### src/design/cmp_array_pkg.sv
// Constants shared by the counter array compare block
package cmp_array_pkg;
	// Register indices; byte address on the bus is four times the index
	localparam logic [7:0] IDX_STATUS = 8'hd8;
	localparam logic [7:0] IDX_ARRAY_MODE = 8'hd9;
	localparam logic [7:0] IDX_MOD_MODE = 8'hda;
	localparam logic [7:0] IDX_CMP_LO = 8'hdb;
	localparam logic [7:0] IDX_CMP_HI = 8'hdc;
	localparam logic [7:0] IDX_CNT_LO = 8'hdd;
	localparam logic [7:0] IDX_CNT_HI = 8'hde;
	localparam logic [7:0] IDX_MASK = 8'hdf;
	localparam logic [7:0] IDX_CTRL = 8'he0;
	// Array mode register fields and reset value
	localparam int AM_IDLE = 7;
	localparam int AM_WATCHDOG_ENABLE = 6;
	localparam int AM_WATCHDOG_LOCK = 5;
	localparam int AM_TB_LSB = 1;
	localparam int AM_OVF_IE = 0;
	localparam logic [7:0] ARRAY_MODE_RST = 8'h40;
	localparam logic [7:0] ARRAY_MODE_WMASK = 8'hef;
	// Module mode, status and control fields
	localparam int MM_MATCH_EN = 0;
	localparam int MM_CMP_EN = 1;
	localparam int ST_MATCH = 0;
	localparam int ST_OVF = 1;
	localparam int CTRL_RUN = 0;
	localparam logic [1:0] MM_RST = 2'h0;
	localparam logic [1:0] MASK_RST = 2'h0;
	// Bus answers
	localparam logic [1:0] RESP_OKAY = 2'h0;
	localparam logic [1:0] RESP_SLVERR = 2'h2;
	// Prescaler counts in system clocks or external clock edges
	localparam int DIV_SLOW = 12;
	localparam int DIV_FAST = 4;
	localparam int DIV_EXT = 8;
	// Timebase codes
	typedef enum logic [2:0] {
		TB_SYS_DIV12 = 3'h0,
		TB_SYS_DIV4 = 3'h1,
		TB_T0_OVF = 3'h2,
		TB_ECI_FALL = 3'h3,
		TB_SYS = 3'h4,
		TB_EXT_DIV8 = 3'h5
	} timebase_t;
endpackage : cmp_array_pkg

### src/design/count_if.sv
// Carrier for the running counter value and its step strobe
`timescale 1ns/1ps
`default_nettype none
interface count_if;
	logic [15:0] count; // Counter value
	logic step; // Pulse: counter has just advanced
	modport drv (output count, output step);
	modport mon (input count, input step);
endinterface : count_if
`default_nettype wire

### src/design/cmp_array_top.sv
// Counter array with one software timer module behind AXI4-Lite
`timescale 1ns/1ps
`default_nettype none
// Behaviour
// - Counter compared with 16-bit compare value
// - Equality sets match flag, may interrupt
// - Match flag cleared only by software
// - Software timer needs both enable bits
// - Low compare byte write clears enable
// - High compare byte write sets enable
// - Idle suspend freezes array during idle
// - Watchdog enable output follows its bit
// - Lock freezes watchdog enable bit
// - Mode bit four reads zero
// - Timebase select picks counter tick source
module cmp_array_top
	import cmp_array_pkg::*;
(
	input wire logic ref_clk_i,
	input wire logic rst_i,
	input wire logic [31:0] awaddr_i,
	input wire logic awvalid_i,
	output logic awready_o,
	input wire logic [31:0] wdata_i,
	input wire logic [3:0] wstrb_i,
	input wire logic wvalid_i,
	output logic wready_o,
	output logic [1:0] bresp_o,
	output logic bvalid_o,
	input wire logic bready_i,
	input wire logic [31:0] araddr_i,
	input wire logic arvalid_i,
	output logic arready_o,
	output logic [31:0] rdata_o,
	output logic [1:0] rresp_o,
	output logic rvalid_o,
	input wire logic rready_i,
	input wire logic cpu_idle_i,
	input wire logic t0_ovf_i,
	input wire logic eci_i,
	input wire logic ext_clk_i,
	output logic irq_o,
	output logic watchdog_enable_o
);
	////////////////////////////////////////////////////////////////////
	// Declarations
	logic [31:0] awaddr_q; // Latched write address
	logic aw_got_q; // Write address held
	logic [7:0] wdata_q; // Latched low data byte
	logic wstrb_q; // Low lane strobe
	logic w_got_q; // Write data held
	logic wr_fire; // Both halves present, do the write
	logic wr_ok; // Write lands on a mapped register
	logic [7:0] wr_idx;
	logic [7:0] rd_val;
	logic [7:0] am_q; // Array mode register
	logic [1:0] mm_q; // Module mode register
	logic [15:0] cmp_q; // Compare value
	logic [1:0] st_q; // Sticky status
	logic [1:0] mask_q; // Interrupt mask
	logic run_q; // Counter run control
	logic [15:0] cnt_q; // Running counter
	logic step_q; // Counter just advanced
	logic tick; // Selected timebase tick
	logic adv; // Counter advances this cycle
	logic ovf_ev;
	logic match_ev;
	logic [1:0] clr; // Write-one-to-clear bits
	logic [1:0] irq_en;
	count_if cnt_bus ();

	// Decode: word aligned, index window only
	function automatic logic hit(input logic [31:0] a);
		logic [7:0] i;
		i = a[9:2];
		hit = (a[31:10] == 22'h0) && (a[1:0] == 2'h0)
			&& (i >= IDX_STATUS) && (i <= IDX_CTRL);
	endfunction : hit

	////////////////////////////////////////////////////////////////////
	// Write channel
	always_ff @(posedge ref_clk_i) begin
		if (rst_i) begin
			aw_got_q <= 1'b0;
			awready_o <= 1'b0;
			awaddr_q <= 32'h0;
		end else if (awvalid_i && awready_o) begin
			aw_got_q <= 1'b1;
			awready_o <= 1'b0;
			awaddr_q <= awaddr_i;
		end else if (wr_fire || !aw_got_q) begin
			aw_got_q <= 1'b0;
			awready_o <= 1'b1;
		end
	end

	// Data taken independently of the address
	always_ff @(posedge ref_clk_i) begin
		if (rst_i) begin
			w_got_q <= 1'b0;
			wready_o <= 1'b0;
			wdata_q <= 8'h0;
			wstrb_q <= 1'b0;
		end else if (wvalid_i && wready_o) begin
			w_got_q <= 1'b1;
			wready_o <= 1'b0;
			wdata_q <= wdata_i[7:0];
			wstrb_q <= wstrb_i[0];
		end else if (wr_fire || !w_got_q) begin
			w_got_q <= 1'b0;
			wready_o <= 1'b1;
		end
	end

	assign wr_fire = aw_got_q && w_got_q && !bvalid_o;
	assign wr_ok = wr_fire && wstrb_q && hit(awaddr_q);
	assign wr_idx = awaddr_q[9:2];

	// Response held until the master accepts it
	always_ff @(posedge ref_clk_i) begin
		if (rst_i) begin
			bvalid_o <= 1'b0;
			bresp_o <= RESP_OKAY;
		end else if (wr_fire) begin
			bvalid_o <= 1'b1;
			bresp_o <= hit(awaddr_q) ? RESP_OKAY : RESP_SLVERR;
		end else if (bready_i) begin
			bvalid_o <= 1'b0;
		end
	end

	////////////////////////////////////////////////////////////////////
	// Read channel
	always_comb begin
		unique case (araddr_i[9:2])
			IDX_STATUS: rd_val = {6'h0, st_q};
			IDX_ARRAY_MODE: rd_val = am_q;
			IDX_MOD_MODE: rd_val = {6'h0, mm_q};
			IDX_CMP_LO: rd_val = cmp_q[7:0];
			IDX_CMP_HI: rd_val = cmp_q[15:8];
			IDX_CNT_LO: rd_val = cnt_q[7:0];
			IDX_CNT_HI: rd_val = cnt_q[15:8];
			IDX_MASK: rd_val = {6'h0, mask_q};
			IDX_CTRL: rd_val = {7'h0, run_q};
			default: rd_val = 8'h0;
		endcase
	end

	// Read data sampled at the address handshake
	always_ff @(posedge ref_clk_i) begin
		if (rst_i) begin
			arready_o <= 1'b0;
			rvalid_o <= 1'b0;
			rdata_o <= 32'h0;
			rresp_o <= RESP_OKAY;
		end else if (arvalid_i && arready_o) begin
			arready_o <= 1'b0;
			rvalid_o <= 1'b1;
			rdata_o <= hit(araddr_i) ? {24'h0, rd_val} : 32'h0;
			rresp_o <= hit(araddr_i) ? RESP_OKAY : RESP_SLVERR;
		end else if (!rvalid_o || rready_i) begin
			arready_o <= 1'b1;
			rvalid_o <= 1'b0;
		end
	end

	////////////////////////////////////////////////////////////////////
	// Array mode register
	always_ff @(posedge ref_clk_i) begin
		if (rst_i) begin
			am_q <= ARRAY_MODE_RST;
		end else if (wr_ok && wr_idx == IDX_ARRAY_MODE) begin
			am_q <= wdata_q & ARRAY_MODE_WMASK;
			if (am_q[AM_WATCHDOG_LOCK]) begin
				am_q[AM_WATCHDOG_ENABLE] <= am_q[AM_WATCHDOG_ENABLE];
			end
		end
	end

	// Watchdog enable handed to module two's watchdog logic
	always_ff @(posedge ref_clk_i) begin
		if (rst_i) begin
			watchdog_enable_o <= ARRAY_MODE_RST[AM_WATCHDOG_ENABLE];
		end else begin
			watchdog_enable_o <= am_q[AM_WATCHDOG_ENABLE];
		end
	end

	// Module mode; compare byte writes steer the compare enable
	always_ff @(posedge ref_clk_i) begin
		if (rst_i) begin
			mm_q <= MM_RST;
		end else if (wr_ok && wr_idx == IDX_MOD_MODE) begin
			mm_q <= wdata_q[1:0];
		end else if (wr_ok && wr_idx == IDX_CMP_LO) begin
			mm_q[MM_CMP_EN] <= 1'b0;
		end else if (wr_ok && wr_idx == IDX_CMP_HI) begin
			mm_q[MM_CMP_EN] <= 1'b1;
		end
	end

	// Compare value; the low-first order keeps matching off mid-load
	always_ff @(posedge ref_clk_i) begin
		if (rst_i) begin
			cmp_q <= 16'h0;
		end else if (wr_ok && wr_idx == IDX_CMP_LO) begin
			cmp_q[7:0] <= wdata_q;
		end else if (wr_ok && wr_idx == IDX_CMP_HI) begin
			cmp_q[15:8] <= wdata_q;
		end
	end

	// Mask and run control
	always_ff @(posedge ref_clk_i) begin
		if (rst_i) begin
			mask_q <= MASK_RST;
			run_q <= 1'b0;
		end else if (wr_ok && wr_idx == IDX_MASK) begin
			mask_q <= wdata_q[1:0];
		end else if (wr_ok && wr_idx == IDX_CTRL) begin
			run_q <= wdata_q[CTRL_RUN];
		end
	end

	////////////////////////////////////////////////////////////////////
	// Counter
	tick_gen u_tick (
		.ref_clk_i(ref_clk_i),
		.rst_i(rst_i),
		.sel_i(am_q[AM_TB_LSB +: 3]),
		.t0_ovf_i(t0_ovf_i),
		.eci_i(eci_i),
		.ext_clk_i(ext_clk_i),
		.tick_o(tick)
	);

	// Suspended while idle only if asked
	assign adv = tick && run_q && !(am_q[AM_IDLE] && cpu_idle_i);
	assign ovf_ev = adv && (cnt_q == 16'hffff);

	// Plain binary count, natural wrap at all ones
	always_ff @(posedge ref_clk_i) begin
		if (rst_i) begin
			cnt_q <= 16'h0;
			step_q <= 1'b0;
		end else begin
			step_q <= adv;
			if (adv) begin
				cnt_q <= cnt_q + 16'h1;
			end
		end
	end
	assign cnt_bus.count = cnt_q;
	assign cnt_bus.step = step_q;

	match_unit u_match (
		.ref_clk_i(ref_clk_i),
		.rst_i(rst_i),
		.cnt(cnt_bus),
		.cmp_val_i(cmp_q),
		.mode_i(mm_q),
		.match_o(match_ev)
	);

	////////////////////////////////////////////////////////////////////
	// Status and interrupt
	assign clr = (wr_ok && wr_idx == IDX_STATUS) ? wdata_q[1:0] : 2'h0;

	// Event wins over a clear in the same cycle; no hardware clear
	always_ff @(posedge ref_clk_i) begin
		if (rst_i) begin
			st_q <= 2'h0;
		end else begin
			st_q[ST_MATCH] <= (st_q[ST_MATCH] & ~clr[ST_MATCH])
				| match_ev;
			st_q[ST_OVF] <= (st_q[ST_OVF] & ~clr[ST_OVF]) | ovf_ev;
		end
	end

	// Overflow source needs its own enable as well as the mask
	assign irq_en = {mask_q[ST_OVF] & am_q[AM_OVF_IE], mask_q[ST_MATCH]};

	always_ff @(posedge ref_clk_i) begin
		if (rst_i) begin
			irq_o <= 1'b0;
		end else begin
			irq_o <= |(st_q & irq_en);
		end
	end
endmodule : cmp_array_top
`default_nettype wire

### src/design/tick_gen.sv
// Timebase selection and prescalers for the counter array
`timescale 1ns/1ps
`default_nettype none
module tick_gen
	import cmp_array_pkg::*;
(
	input wire logic ref_clk_i,
	input wire logic rst_i,
	input wire logic [2:0] sel_i,
	input wire logic t0_ovf_i,
	input wire logic eci_i,
	input wire logic ext_clk_i,
	output logic tick_o
);
	logic [3:0] div_slow_q; // Divide by twelve
	logic [1:0] div_fast_q; // Divide by four
	logic [2:0] div_ext_q; // External edges modulo eight
	logic [1:0] eci_s_q; // Count input synchroniser
	logic eci_old_q; // Previous synchronised level
	logic [1:0] ext_s_q; // External clock synchroniser
	logic ext_old_q;
	logic eci_fall;
	logic ext_rise;
	logic tick_d;

	// Pins pass two flops; idle-high reset avoids a false falling edge
	always_ff @(posedge ref_clk_i) begin
		if (rst_i) begin
			eci_s_q <= 2'h3;
			eci_old_q <= 1'b1;
			ext_s_q <= 2'h0;
			ext_old_q <= 1'b0;
		end else begin
			eci_s_q <= {eci_s_q[0], eci_i};
			eci_old_q <= eci_s_q[1];
			ext_s_q <= {ext_s_q[0], ext_clk_i};
			ext_old_q <= ext_s_q[1];
		end
	end
	assign eci_fall = eci_old_q & ~eci_s_q[1];
	assign ext_rise = ~ext_old_q & ext_s_q[1];

	// Free running prescalers
	always_ff @(posedge ref_clk_i) begin
		if (rst_i) begin
			div_slow_q <= 4'h0;
			div_fast_q <= 2'h0;
			div_ext_q <= 3'h0;
		end else begin
			div_slow_q <= (div_slow_q == 4'(DIV_SLOW - 1)) ? 4'h0
				: div_slow_q + 4'h1;
			div_fast_q <= div_fast_q + 2'h1;
			if (ext_rise) begin
				div_ext_q <= div_ext_q + 3'h1;
			end
		end
	end

	// Source select; reserved codes give no tick
	always_comb begin
		unique case (sel_i)
			TB_SYS_DIV12: tick_d = (div_slow_q == 4'(DIV_SLOW - 1));
			TB_SYS_DIV4: tick_d = (div_fast_q == 2'(DIV_FAST - 1));
			TB_T0_OVF: tick_d = t0_ovf_i;
			TB_ECI_FALL: tick_d = eci_fall;
			TB_SYS: tick_d = 1'b1;
			TB_EXT_DIV8: tick_d = ext_rise
				&& (div_ext_q == 3'(DIV_EXT - 1));
			default: tick_d = 1'b0;
		endcase
	end

	// Registered tick, one cycle wide except under TB_SYS, which holds it high
	always_ff @(posedge ref_clk_i) begin
		if (rst_i) begin
			tick_o <= 1'b0;
		end else begin
			tick_o <= tick_d;
		end
	end
endmodule : tick_gen
`default_nettype wire

### src/design/match_unit.sv
// Compare unit of one capture/compare module in software timer mode
`timescale 1ns/1ps
`default_nettype none
module match_unit
	import cmp_array_pkg::*;
(
	input wire logic ref_clk_i,
	input wire logic rst_i,
	count_if.mon cnt,
	input wire logic [15:0] cmp_val_i,
	input wire logic [1:0] mode_i,
	output logic match_o
);
	logic sw_timer; // Both enables set

	assign sw_timer = mode_i[MM_CMP_EN] & mode_i[MM_MATCH_EN];

	// Only a fresh counter value can match, so a static equal value
	// does not fire again every cycle
	always_ff @(posedge ref_clk_i) begin
		if (rst_i) begin
			match_o <= 1'b0;
		end else begin
			match_o <= cnt.step && sw_timer
				&& (cnt.count == cmp_val_i);
		end
	end
endmodule : match_unit
`default_nettype wire

### config.mk
export PLATFORM = sky130hd
export DESIGN_NAME = cmp_array_top
export DESIGN_NICKNAME = d
export VERILOG_FILES = /design/src/design/cmp_array_pkg.sv /design/src/design/count_if.sv /design/src/design/cmp_array_top.sv /design/src/design/tick_gen.sv /design/src/design/match_unit.sv
export SDC_FILE = /design/constraint.sdc
export NUM_CORES = 1
export LEC_CHECK = 0
export ABC_CLOCK_PERIOD_IN_PS = 2400
export BUFFER_PORTS_ARGS = -buffer_cell sky130_fd_sc_hd__buf_2
export CAP_MARGIN = 10
export CELL_PAD_IN_SITES_DETAIL_PLACEMENT = 0
export CELL_PAD_IN_SITES_GLOBAL_PLACEMENT = 1
export CORE_ASPECT_RATIO = 0.7
export CORE_MARGIN = 4
export CORE_UTILIZATION = 35
export CTS_CLUSTER_DIAMETER = 40
export CTS_CLUSTER_SIZE = 25
export DETAILED_ROUTE_END_ITERATION = 8
export MAX_ROUTING_LAYER = met4
export PLACE_DENSITY_LB_ADDON = 0.08
export SYNTH_ARGS = -nofsm -noshare
export SYNTH_HDL_FRONTEND = slang
export SYNTH_HIERARCHICAL = 1
export SYNTH_SLANG_ARGS = --single-unit
### constraint.sdc
create_clock -name ref_clk_i -period 2.4 [get_ports ref_clk_i]
set_clock_uncertainty 0.15 [all_clocks]
set_input_delay 0.24 -clock ref_clk_i [delete_from_list [all_inputs] [get_ports ref_clk_i]]
set_output_delay 0.24 -clock ref_clk_i [all_outputs]
set_load 0.1 [all_outputs]
-- Word level (Yosys, flattened, before mapping)
Index checks and enable logic that the tools add are counted.
- register bits after elaboration: 150
- input port bits: 111
- logic and storage cells: 155
- output and inout bits: 43
- eq/ne operators: 26
- mux-type cells: 17
- $add $sub $neg: 4
- order comparisons: 4
- reductions and logical operators: 53
- bitwise gates (word level): 16
- operators with widths (cell ; count):
    $eq A8 B8 Y1 const B ; 16
    $pmux W8 S9 ; 1
    $logic_not A22 Y1 ; 2
    $logic_and A1 B1 Y1 ; 27
    $add A16 B1 Y16 const B ; 1
    $eq A16 B16 Y1 ; 1
    $eq A16 B16 Y1 const B ; 1
    $ge A8 B8 Y1 const B ; 2
    $le A8 B8 Y1 const B ; 2
    $mux W1 ; 11
    $reduce_or A2 Y1 ; 5
    $eq A3 B3 Y1 const B ; 3
    $mux W8 ; 1
    $reduce_bool A2 Y1 ; 4
    $not A1 Y1 ; 7
    $and A1 B1 Y1 ; 6
    $eq A3 B2 Y1 const B ; 2
    $mux W2 ; 3
    $pmux W1 S6 ; 1
    $reduce_and A2 Y1 ; 3
    $logic_not A1 Y1 ; 5
    $add A4 B1 Y4 const B ; 1
    $eq A4 B4 Y1 const B ; 1
    $logic_not A2 Y1 ; 2
    other kinds (9) ; 12

-- Depth between registers and ports, before layout
Gate-level depths: netlist of the first run.
- word-level depth: 10
- gate-level depth with buffers: 7
- mapped depth without buffers: 6

-- Cells and area by module
The synthesis of the first run kept the hierarchy.
- modules (own cells, without submodules) (module ; sequential area each (sq um) ; cells an instance ; instances ; area an instance (sq um)):
    cmp_array_top ; 2142.1 ; 561 ; 1 ; 4728.3
    tick_gen ; 320.3 ; 56 ; 1 ; 600.6
    match_unit ; 20.0 ; 24 ; 1 ; 210.2

-- Worst setup path after synthesis of the first run
No wires, ideal clock.
- path type: reg2reg
- start point: reg bvalid_o
- end point: reg cmp_q[0]
- required time: 2.122 ns
- arrival: 2.242 ns
- stages on the path, launching flop included: 7
- setup slack: -0.120 ns
- path buffers: 1
- setup time: 0.128 ns
- period minus slack after synthesis: 2.520 ns
- path through: dfxtp_1 > nand3b_1 > or3_1 > buf_6 > nor4_4 > mux2i_1 > nor2_1
- longest elaborated chain between the ends: 5
- RTL lines (item ; line ; RTL):
    from (decl) ; cmp_array_top.sv:29 ; output logic bvalid_o,
    from (signal assigned) ; cmp_array_top.sv:122 ; bvalid_o <= 1'b0;
    from (signal assigned) ; cmp_array_top.sv:125 ; bvalid_o <= 1'b1;
    from (signal assigned) ; cmp_array_top.sv:128 ; bvalid_o <= 1'b0;
    $logic_not A1 Y1 ; cmp_array_top.sv:115 ; assign wr_fire = aw_got_q && w_got_q && !bvalid_o;
    $logic_and A1 B1 Y1 ; cmp_array_top.sv:115 ;
    $logic_and A1 B1 Y1 (2 in a row) ; cmp_array_top.sv:116 ; assign wr_ok = wr_fire && wstrb_q && hit(awaddr_q);
    $logic_and A1 B1 Y1 ; cmp_array_top.sv:206 ; end else if (wr_ok && wr_idx == IDX_CMP_LO) begin
    to (signal assigned) ; cmp_array_top.sv:207 ; cmp_q[7:0] <= wdata_q;
    to (decl) ; cmp_array_top.sv:58 ; logic [15:0] cmp_q;
Every way passes these cells.
A chain may end at the register's enable or synchronous reset.

-- Worst setup path after layout of the first run
- start point: reg awaddr_q[13]
- end point: reg cmp_q[8]
- longest elaborated chain between the ends: 8
- elaborated cells on any way between the ends: 9
- those cells by class: 1 x bitwise; 8 x reduce/logical
- RTL lines (item ; line ; RTL):
    from (decl) ; cmp_array_top.sv:47 ; logic [31:0] awaddr_q;
    from (signal assigned) ; cmp_array_top.sv:90 ; awaddr_q <= awaddr_i;
    $logic_not A22 Y1 * ; cmp_array_top.sv:76 ; hit = (a[31:10] == 22'h0) && (a[1:0] == 2'h0)
    $logic_and A1 B1 Y1 * ; cmp_array_top.sv:76 ;
    $logic_and A1 B1 Y1 * (2 in a row) ; cmp_array_top.sv:77 ; && (i >= IDX_STATUS) && (i <= IDX_CTRL);
    $logic_and A1 B1 Y1 * ; cmp_array_top.sv:116 ;
    $logic_and A1 B1 Y1 ; cmp_array_top.sv:206 ;
    $not A1 Y1 (no source line) ; n/a ;
    $reduce_and A2 Y1 (no source line) * ; n/a ;
    to (signal assigned) ; cmp_array_top.sv:209 ; cmp_q[15:8] <= wdata_q;
Mark *: on every way between the ends. The rest lies on a longest branch, timed or not.

==> results of run 1 <==
[worst max path at each step]
stage,endpoint,slack [ns],depth (start not counted)
after global routing,cmp_q[12],-0.02,6
after global placement,am_q[6],-0.001,6
after CTS,am_q[6],0.03,6
after floorplan,rdata_o[1],0.002,6
after detailed placement,am_q[6],-0.02,6
final,cmp_q[8],0.13,6
[cell usage after synthesis (all sizes together), types with 3 or more instances]
master	instances	share of area
o21ai	14	0.013
clkbuf	25	0.017
nand3	12	0.011
nand2	114	0.077
a21oi	52	0.047
and2	3	0.0034
nor3	7	0.0063
or2	4	0.0045
ha	5	0.011
xnor2	5	0.0079
nand3b	5	0.0068
nor2b	9	0.010
nor4	20	0.030
buf	32	0.041
nand4	8	0.0090
nor2	61	0.041
nand2b	7	0.0079
xor2	27	0.043
mux2i	40	0.072
or4	3	0.0041
dfxtp	124	0.45
a22oi	6	0.0081
mux2	7	0.014
and3	7	0.0079
a211oi	6	0.0081
inv	7	0.0047
[power breakdown]
| part | total [uW] | internal (uW) | switching [uW] |
|---|---|---|---|
| clock | 2550 | 1590 | 963 |
| combinational | 604 | 187 | 417 |
| sequential | 2160 | 2120 | 43.1 |
| total | 5310 | 3890 | 1420 |
[cell families (layout without fill, tap and decap cells)]
kind of cell / Yosys count / count (layout) / synth area share
AND/OR/NAND/NOR: 273 / 273 / 0.239
XOR/XNOR: 32 / 32 / 0.0506
AO/OA/AOI/OAI: 95 / 95 / 0.101
adder cells (fa/ha/maj): 5 / 5 / 0.0113
other: 1 / 26 / 0.000677
buffers and inverters: 64 / 204 / 0.0628
flip-flops: 124 / 124 / 0.448
multiplexers: 47 / 47 / 0.0865
[final cells by class]
type,instances,area (um2),area share
Clock buffer,19,453,0.0619
Clock inverter,13,141,0.0193
Inverter,7,26.3,0.00359
Multi-Input combinational cell,478,2830,0.386
Sequential cell,124,2480,0.339
Tap cell,200,250,0.0342
Timing Repair Buffer,165,1140,0.155
[flip-flops by register name, indices dropped and copies added, names as in the netlist, 2 cells and up]
name / count
cmp_q: 16
rdata_o: 8
u_tick/div_ext_q: 3
u_tick/div_slow_q: 4
am_q: 7
u_tick/eci_s_q: 2
awaddr_q: 32
u_tick/div_fast_q: 2
st_q: 2
wdata_q: 8
u_tick/ext_s_q: 2
cnt_bus.count: 16
mm_q: 2
mask_q: 2
[metrics by stage]
| step | setup TNS (ns) | hold WS, ns |
|---|---|---|
| after CTS | 0 | 0.0947 |
| after global placement | -0.00133 | 0.245 |
| final | 0 | 0.110 |
| after detailed placement | -0.0151 | 0.245 |
| after floorplan | 0 | 0.162 |
| after global routing | -0.0310 | 0.128 |
[metal layers]
layer | part of all wire | GRT usage | vias to the layer above
met1 | 0.53 | 0.257 | 2191
met3 | 0.055 | 0.0382 | 9
met4 | 0.0082 | 0.0426 | 0
li1 | - | - | 2467
met2 | 0.41 | 0.243 | 135
met5 | 0 | - | -
[worst max-delay path, delay by kind of cell (launching register included)]
kind,cells,cell delay [ns]
mux,1,0.22
buf+inv,1,0.27
flops,1,0.30
simple gates,4,1.18
[what timing repair did]
| action | CTS | global route |
|---|---|---|
| resized for setup | 1 | 4 |
| hold endpoints to repair | 46 | 0 |
| cloned | 0 | 0 |
| endpoints found under the setup margin | 6 | 9 |
| hold buffers | 47 | 0 |
| pin swaps | 0 | 3 |
==> flow_summary_export.csv, run 1 <==
group,metric,value,unit
critical_path,cp-start-kind,"flop",
detailed_routing,ant_nets,0,
sta,slew_headroom,0.601,
die,placeableCoreArea,15500,um2
min_path,whs_endpoint,"rdata_o[1]",
synth,yosysSeqAreaShare,0.448,
min_path,hold_path.class,"in2reg",
finish,layout-area-overhead-vs-synth,32.1,%
critical_path,crit_required,2.53,ns
critical_path,cp-end-kind,"flop",
detailed_routing,drtIter0Drc,278,
min_path,hold_depth,3,
critical_path,cp-startpoint,"awaddr_q[13]",
detailed_routing,num_vias,4802,
critical_path,slowest_delay,0.55,ns
sta,min_period,2.27,ns
sta,layout_setup_ws,0.134,ns
critical_path,cpMaxStageDelayCell,"or4_1",
detailed_routing,avgViaCountPerCell,4.77,
power,power.density,726,nW/um2
finish,drive_gt1_frac,0.213,
synth,synth_edf_count,0,
sta,slew_violations,0,
critical_path,critPathArrivalTime,2.39,ns
clock_tree,clock_sinks,124,
placed_design,place_hpwl,10.4,mm
sta,setup_viol,0,
min_path,hp-start,"araddr_i[8]",
finish,mostFrequentLayoutCell,"dfxtp_1",
power,p_total,5310,uW
clock_tree,cts_made_buffers,17,
global_routing,antenna_found_initial,0,
finish,fin_cells,1006,
die,io_pins,154,
finish,final.fill_count,1491,
critical_path,rr_worst_depth,6,
clock_tree,htreeDepth,4,
die,initial_core_util,0.357,
die,die_x,158,um
clock_tree,cts_root_buf,"clkbuf_16",
critical_path,worstSetupPathType,"reg2reg",
placed_design,io_buffers,100,
die,die_area,17900,um2
critical_path,rrSetupSlack,0.13,ns
sta,fin_crit_sh,0.944,
finish,final_util,0.472,
finish,antenna_cells,0,
clock_tree,post_cts_buffers,0,
synth,syn_area,5540,um2
clock_tree,clk_pin_slew,0.06,ns
outcome,status,"completed",
detailed_routing,post_drt_wl_per_cell,14.6,um
clock_tree,tritoncts,"yes",
synth,yosysUniqueCellTypes,53,
finish,fin_area,7320,um2
clock_tree,cts_max_path_buffers,2,
global_routing,grt_pass1_vias,4738,
global_routing,grt_max_degree,117,
synth,async_flop_share,0,
critical_path,cp_max_fo,9,
detailed_routing,drc,0,
clock_tree,clk_latency,0.41,ns
sta,final_hold_viol_count,0,
global_routing,grt_usage,0.175,
synth,yosysWarnings,6,
placed_design,pre_cts_slack,-0.0151,ns
sta,rsz0062_at_grt,"yes",
synth,ys.flop_type,"dfxtp_1",
finish,most-common-layout-cells,"123 x dfxtp_1, 114 x nand2_1, 99 x buf_2",
power,max-vdd-ir-drop,369,uV
global_routing,grt_pass1_wl,24.0,mm
global_routing,overflow,0,
synth,synthCells,641,
die,die_h,113,um
detailed_routing,first_pass_iters,5,
finish,nets,909,
detailed_routing,drt_wl_total,14.6,mm
placed_design,dp.cells,927,
sta,max_freq,0.441,GHz
run,drv_cap,0,
synth,syn_area_per_cell,8.64,um2
critical_path,rr_startpoint,"awaddr_q[13]",
placed_design,routabilityCongestion,0.866,
power,p_leak,0.00298,uW
die,rows,38,
critical_path,r2r_end,"cmp_q[8]",
synth,ys_ff_latch,124,
sta,worstMarginPinSlew,0.596,ns
critical_path,crit_path_cell_trace,"or4_1 > or3_4 > nor4_2 > buf_4 > mux2i_1 > nor2_1",
placed_design,postPlaceCellArea,6230,um2
Note: power is estimated with default switching activity, not from simulation.
==> run 2: changes to the inputs <==
PLACE_DENSITY_LB_ADDON = 0.1   (was 0.08)
==> flow_summary_export.csv, run 2 (synthesis results as in run 1) <==
group,metric,value,unit
outcome,status,"completed",
sta,worstMarginPinSlew,0.620,ns
clock_tree,clk_pin_slew,0.05,ns
critical_path,cp_max_fo,7,
power,p_leak,0.00299,uW
critical_path,cp-startpoint,"awaddr_q[12]",
sta,layout_setup_ws,0.0709,ns
placed_design,postPlaceCellArea,6210,um2
critical_path,worstSetupEndpoint,"am_q[6]",
global_routing,grt_pass1_wl,24.3,mm
finish,most-common-layout-cells,"123 x dfxtp_1, 114 x nand2_1, 99 x buf_2",
finish,ff_latch_area,2480,um2
critical_path,slowest_delay,0.55,ns
placed_design,io_buffers,100,
critical_path,critPathArrivalTime,2.51,ns
die,die_area,17900,um2
clock_tree,htreeDepth,4,
sta,tns,0,ns
clock_tree,post_cts_buffers,0,
detailed_routing,post_drt_wl_per_cell,14.7,um
critical_path,rrSetupSlack,0.07,ns
clock_tree,cts_max_path_buffers,2,
min_path,hold_path.class,"in2reg",
finish,final.fill_count,1524,
critical_path,path_delay_family,"simple AND/OR/NAND/NOR gates",
finish,top_register,"awaddr_q",
power,switching_share,0.255,
power,p_int,4090,uW
detailed_routing,first_pass_iters,6,
clock_tree,clk_latency,0.41,ns
global_routing,grt_pass1_vias,4729,
critical_path,path_depth,6,
finish,layout-area-overhead-vs-synth,32.0,%
critical_path,r2r_end,"am_q[6]",
global_routing,grt_max_degree,59,
detailed_routing,drt_wl_total,14.7,mm
power,max-vdd-ir-drop,316,uV
finish,largest_reg_flops,32,
critical_path,rr_worst_depth,6,
finish,drive_gt1_frac,0.205,
detailed_routing,num_vias,4817,
die,die_h,113,um
sta,max_freq,0.429,GHz
finish,multiInputGateArea,2810,um2
critical_path,cp-end-kind,"flop",
detailed_routing,avgViaCountPerCell,4.80,
detailed_routing,drc,0,
critical_path,cpMaxStageDelayCell,"or4_1",
clock_tree,tritoncts,"yes",
placed_design,place_hpwl,10.6,mm
finish,nets,907,
die,placeableCoreArea,15500,um2
critical_path,rr_startpoint,"awaddr_q[12]",
global_routing,overflow,0,
sta,rsz0062_at_grt,"yes",
critical_path,crit_path_cell_trace,"or4_1 > or3_4 > nor4_4 > buf_6 > nor2b_1 > mux2i_1",
critical_path,cp-start-kind,"flop",
placed_design,routabilityCongestion,0.812,
finish,mostFrequentLayoutCell,"dfxtp_1",
sta,setup_viol,0,
detailed_routing,drtIter0Drc,254,
detailed_routing,ant_nets,0,
sta,slew_violations,0,
global_routing,antenna_found_initial,0,
critical_path,critPathBufInv,1,
sta,fin_crit_sh,0.970,
sta,slew_headroom,0.585,
power,pwr-share-clk,0.498,
power,power_frac_comb,0.110,
clock_tree,cts_made_buffers,17,
die,rows,38,
power,p_switching,1400,uW
power,p_seq_frac,0.393,
run,drv_cap,0,
power,power.density,751,nW/um2
global_routing,grt_usage,0.176,
die,initial_core_util,0.357,
critical_path,crit_required,2.58,ns
finish,antenna_cells,0,
finish,fin_area,7310,um2
critical_path,worstSetupPathType,"reg2reg",
clock_tree,clock_sinks,124,
clock_tree,cts_root_buf,"clkbuf_16",
placed_design,pre_cts_slack,-0.0111,ns
sta,min_period,2.33,ns
die,die_x,158,um
sta,final_hold_viol_count,0,
die,io_pins,154,
[run 2: cell type report]
type                    count  area share
flip-flops and latches    124       0.340
multi-input cells         478       0.385
repair buffers            163       0.151
well taps                 200      0.0342
clock buffers              22      0.0635
inverters                   7     0.00359
clock inverters            10      0.0224
[run 2: per-layer routing]
| layer | up-vias | global-route usage | share of wire |
|---|---|---|---|
| met4 | 0 | 0.0506 | 0.0081 |
| met5 | - | - | 0 |
| met3 | 9 | 0.0394 | 0.054 |
| met2 | 147 | 0.259 | 0.43 |
| li1 | 2451 | - | - |
| met1 | 2210 | 0.243 | 0.50 |
[run 2: metrics by stage]
stage	util	hold WS, ns	power (uW)	cells
floorplan	-	0.162	2620	666
global placement	0.401	0.249	2740	926
detailed placement	0.401	0.246	2750	926
CTS	0.471	0.00866	5560	1004
global route	0.472	0.0293	5700	1004
finish	0.472	0.0169	5490	1004
[run 2: worst reg2reg max path, delay by kind of cell, from the launching register on]
kind / cells / cell delay (ns)
AND/OR/NAND/NOR: 4 / 1.45
flip-flops: 1 / 0.30
multiplexers: 1 / 0.19
buffers and inverters: 1 / 0.18
[run 2: how the worst min path moves through the flow]
| stage | cells after the start | end | start | slack (ns) |
|---|---|---|---|---|
| after floorplan | 1 | u_tick/div_fast_q[1] | rst_i | 0.16 |
| after global placement | 1 | u_tick/eci_s_q[1] | u_tick/eci_s_q[0] | 0.25 |
| after detailed placement | 1 | u_tick/eci_s_q[1] | u_tick/eci_s_q[0] | 0.25 |
| after CTS | 3 | rresp_o[1] | arvalid_i | 0.009 |
| after global routing | 3 | rresp_o[1] | arvalid_i | 0.03 |
| final | 3 | rresp_o[1] | arvalid_i | 0.02 |
[run 2: what timing repair did]
item | 4_1_cts | 5_1_grt
hold buffers | 46 | 0
endpoints found under the setup margin | 3 | 3
endpoints found under the hold margin | 45 | 0
pin swaps | 0 | 1
resized for setup | 1 | 1
[run 2: power groups by stage]
stage | sequential [uW] | clock [uW] | combinational [uW]
after floorplan | 2240 | 0 | 381
after global placement | 2200 | 0 | 537
after detailed placement | 2200 | 0 | 545
after CTS | 2160 | 2800 | 603
after global routing | 2160 | 2890 | 649
final | 2160 | 2730 | 602
==> run 3: changes to the inputs <==
ABC_CLOCK_PERIOD_IN_PS = 2000   (was 2400)
BUFFER_PORTS_ARGS = unset   (was -buffer_cell sky130_fd_sc_hd__buf_2)
CORE_UTILIZATION = 42   (was 35)
DONT_BUFFER_PORTS = 1   (was unset)
clock period = 2 ns   (was 2.4 ns; I/O delays follow)
==> flow_summary_export.csv, run 3 (synthesis results as in run 1) <==
group,metric,value,unit
die,die_area,15100,um2
detailed_routing,ant_nets,0,
outcome,status,"complete, but fails checks",
power,power.density,890,nW/um2
clock_tree,tritoncts,"yes",
power,p_int,5000,uW
detailed_routing,drtIter0Drc,287,
critical_path,crit_required,2.15,ns
power,p_leak,0.00303,uW
sta,rsz0062_at_grt,"yes",
clock_tree,cts_made_buffers,17,
global_routing,overflow,0,
die,rows,34,
critical_path,cp-end-kind,"flop",
sta,holdWs,-0.279,ns
critical_path,worstSetupPathType,"reg2reg",
sta,setup_viol,30,
clock_tree,clk_latency,0.42,ns
die,io_pins,154,
critical_path,critPathArrivalTime,2.40,ns
placed_design,io_buffers,0,
finish,most-common-layout-cells,"117 x dfxtp_1, 113 x nand2_1, 82 x dlygate4sd3_1",
min_path,hold_path.class,"in2reg",
sta,worstMarginPinSlew,0.560,ns
global_routing,grt_pass1_vias,4915,
die,placeableCoreArea,12700,um2
finish,drive_gt1_frac,0.142,
finish,antenna_cells,0,
finish,fin_area,7420,um2
detailed_routing,post_drt_wl_per_cell,16.4,um
clock_tree,cts_max_path_buffers,2,
placed_design,routabilityCongestion,0.873,
clock_tree,cts_root_buf,"clkbuf_16",
sta,fin_crit_sh,1.13,
placed_design,pre_cts_slack,-0.415,ns
power,p_switching,1600,uW
sta,tns,-5.93,ns
die,die_h,104,um
detailed_routing,num_vias,4828,
detailed_routing,drc,0,
sta,slew_violations,0,
finish,top_register,"awaddr_q",
power,pwr-share-clk,0.508,
sta,layout_setup_ws,-0.250,ns
run,drv_cap,0,
global_routing,grt_max_degree,119,
critical_path,cp-start-kind,"flop",
finish,mostFrequentLayoutCell,"dfxtp_1",
critical_path,cp_max_fo,5,
global_routing,grt_usage,0.208,
sta,slew_headroom,0.626,
detailed_routing,first_pass_iters,4,
detailed_routing,avgViaCountPerCell,5.21,
clock_tree,clk_pin_slew,0.06,ns
outcome,violations,"hold timing, setup timing",
finish,layout-area-overhead-vs-synth,34.0,%
power,power_frac_comb,0.099,
clock_tree,htreeDepth,4,
sta,final_hold_viol_count,42,
power,switching_share,0.243,
detailed_routing,drt_wl_total,15.2,mm
global_routing,antenna_found_initial,0,
sta,max_freq,0.444,GHz
clock_tree,clock_sinks,124,
power,max-vdd-ir-drop,679,uV
placed_design,postPlaceCellArea,5850,um2
die,die_x,145,um
finish,nets,868,
clock_tree,hold_buffers,82,
sta,min_period,2.25,ns
die,initial_core_util,0.437,
placed_design,place_hpwl,10.3,mm
global_routing,grt_pass1_wl,24.6,mm
finish,largest_reg_flops,32,
power,p_seq_frac,0.393,
run 3: changes by cell type in the layout (fill, tap and decap cells not counted), sizes merged:
cell and change:
buf -75, dlygate4sd3 +36
run 3: worst max-delay path, stage by stage, from the launching register on:
cell and delay [ns]:
dfxtp_1 0.31, or4_4 0.53, or3_4 0.46, nor4_4 0.15
buf_4 0.18, buf_4 0.12, mux2i_1 0.18, nor2_1 0.05
run 3: stage by stage:
stage                     std cells  utilization  total power, uW
after floorplan                 666            -             3150
after global placement          811        0.462             3160
after detailed placement        811        0.462             3170
after CTS                       926        0.580             6650
after global routing            927        0.585             6830
final                           927        0.585             6600
run 3: final cells by class:
class                   count  area [um2]
multi-input cells         478        2880
clock inverters            10         160
flip-flops and latches    124        2490
fillers                  1109        5260
well taps                 162         203
inverters                   7        26.3
clock buffers              22         494
repair buffers            124        1170
run 3: worst paths after layout:
check,startpoint,endpoint,slack [ns],cells past startpoint
worst min-delay path,rst_i,cmp_q[10],-0.28,1
worst min register to register,rdata_o[2],rdata_o[2],0.30,2
worst max register to register,awaddr_q[15],am_q[1],-0.25,7
worst max-delay path,awaddr_q[15],am_q[1],-0.25,7
run 3: timing repair:
action                                  in CTS  in global routing
gates resized for setup                      3                 17
setup buffers                                1                  1
endpoints found under the hold margin      119                 42
endpoints found under the setup margin      30                 56
pin swaps                                    4                  6
run 3: metal layers:
metal	GRT usage	routed length [um]	vias up
met5	-	0	-
met4	0.0440	87	0
met3	0.0649	1140	8
met2	0.315	6570	162
met1	0.274	7430	2279
li1	-	-	2379
run 3: power by group through the flow:
stage | clock network, uW | registers (uW) | logic [uW]
2_1_floorplan | 0 | 2690 | 457
3_3_place_gp | 0 | 2640 | 525
3_5_place_dp | 0 | 2640 | 530
4_1_cts | 3420 | 2590 | 637
5_1_grt | 3530 | 2600 | 697
6_report | 3360 | 2590 | 654
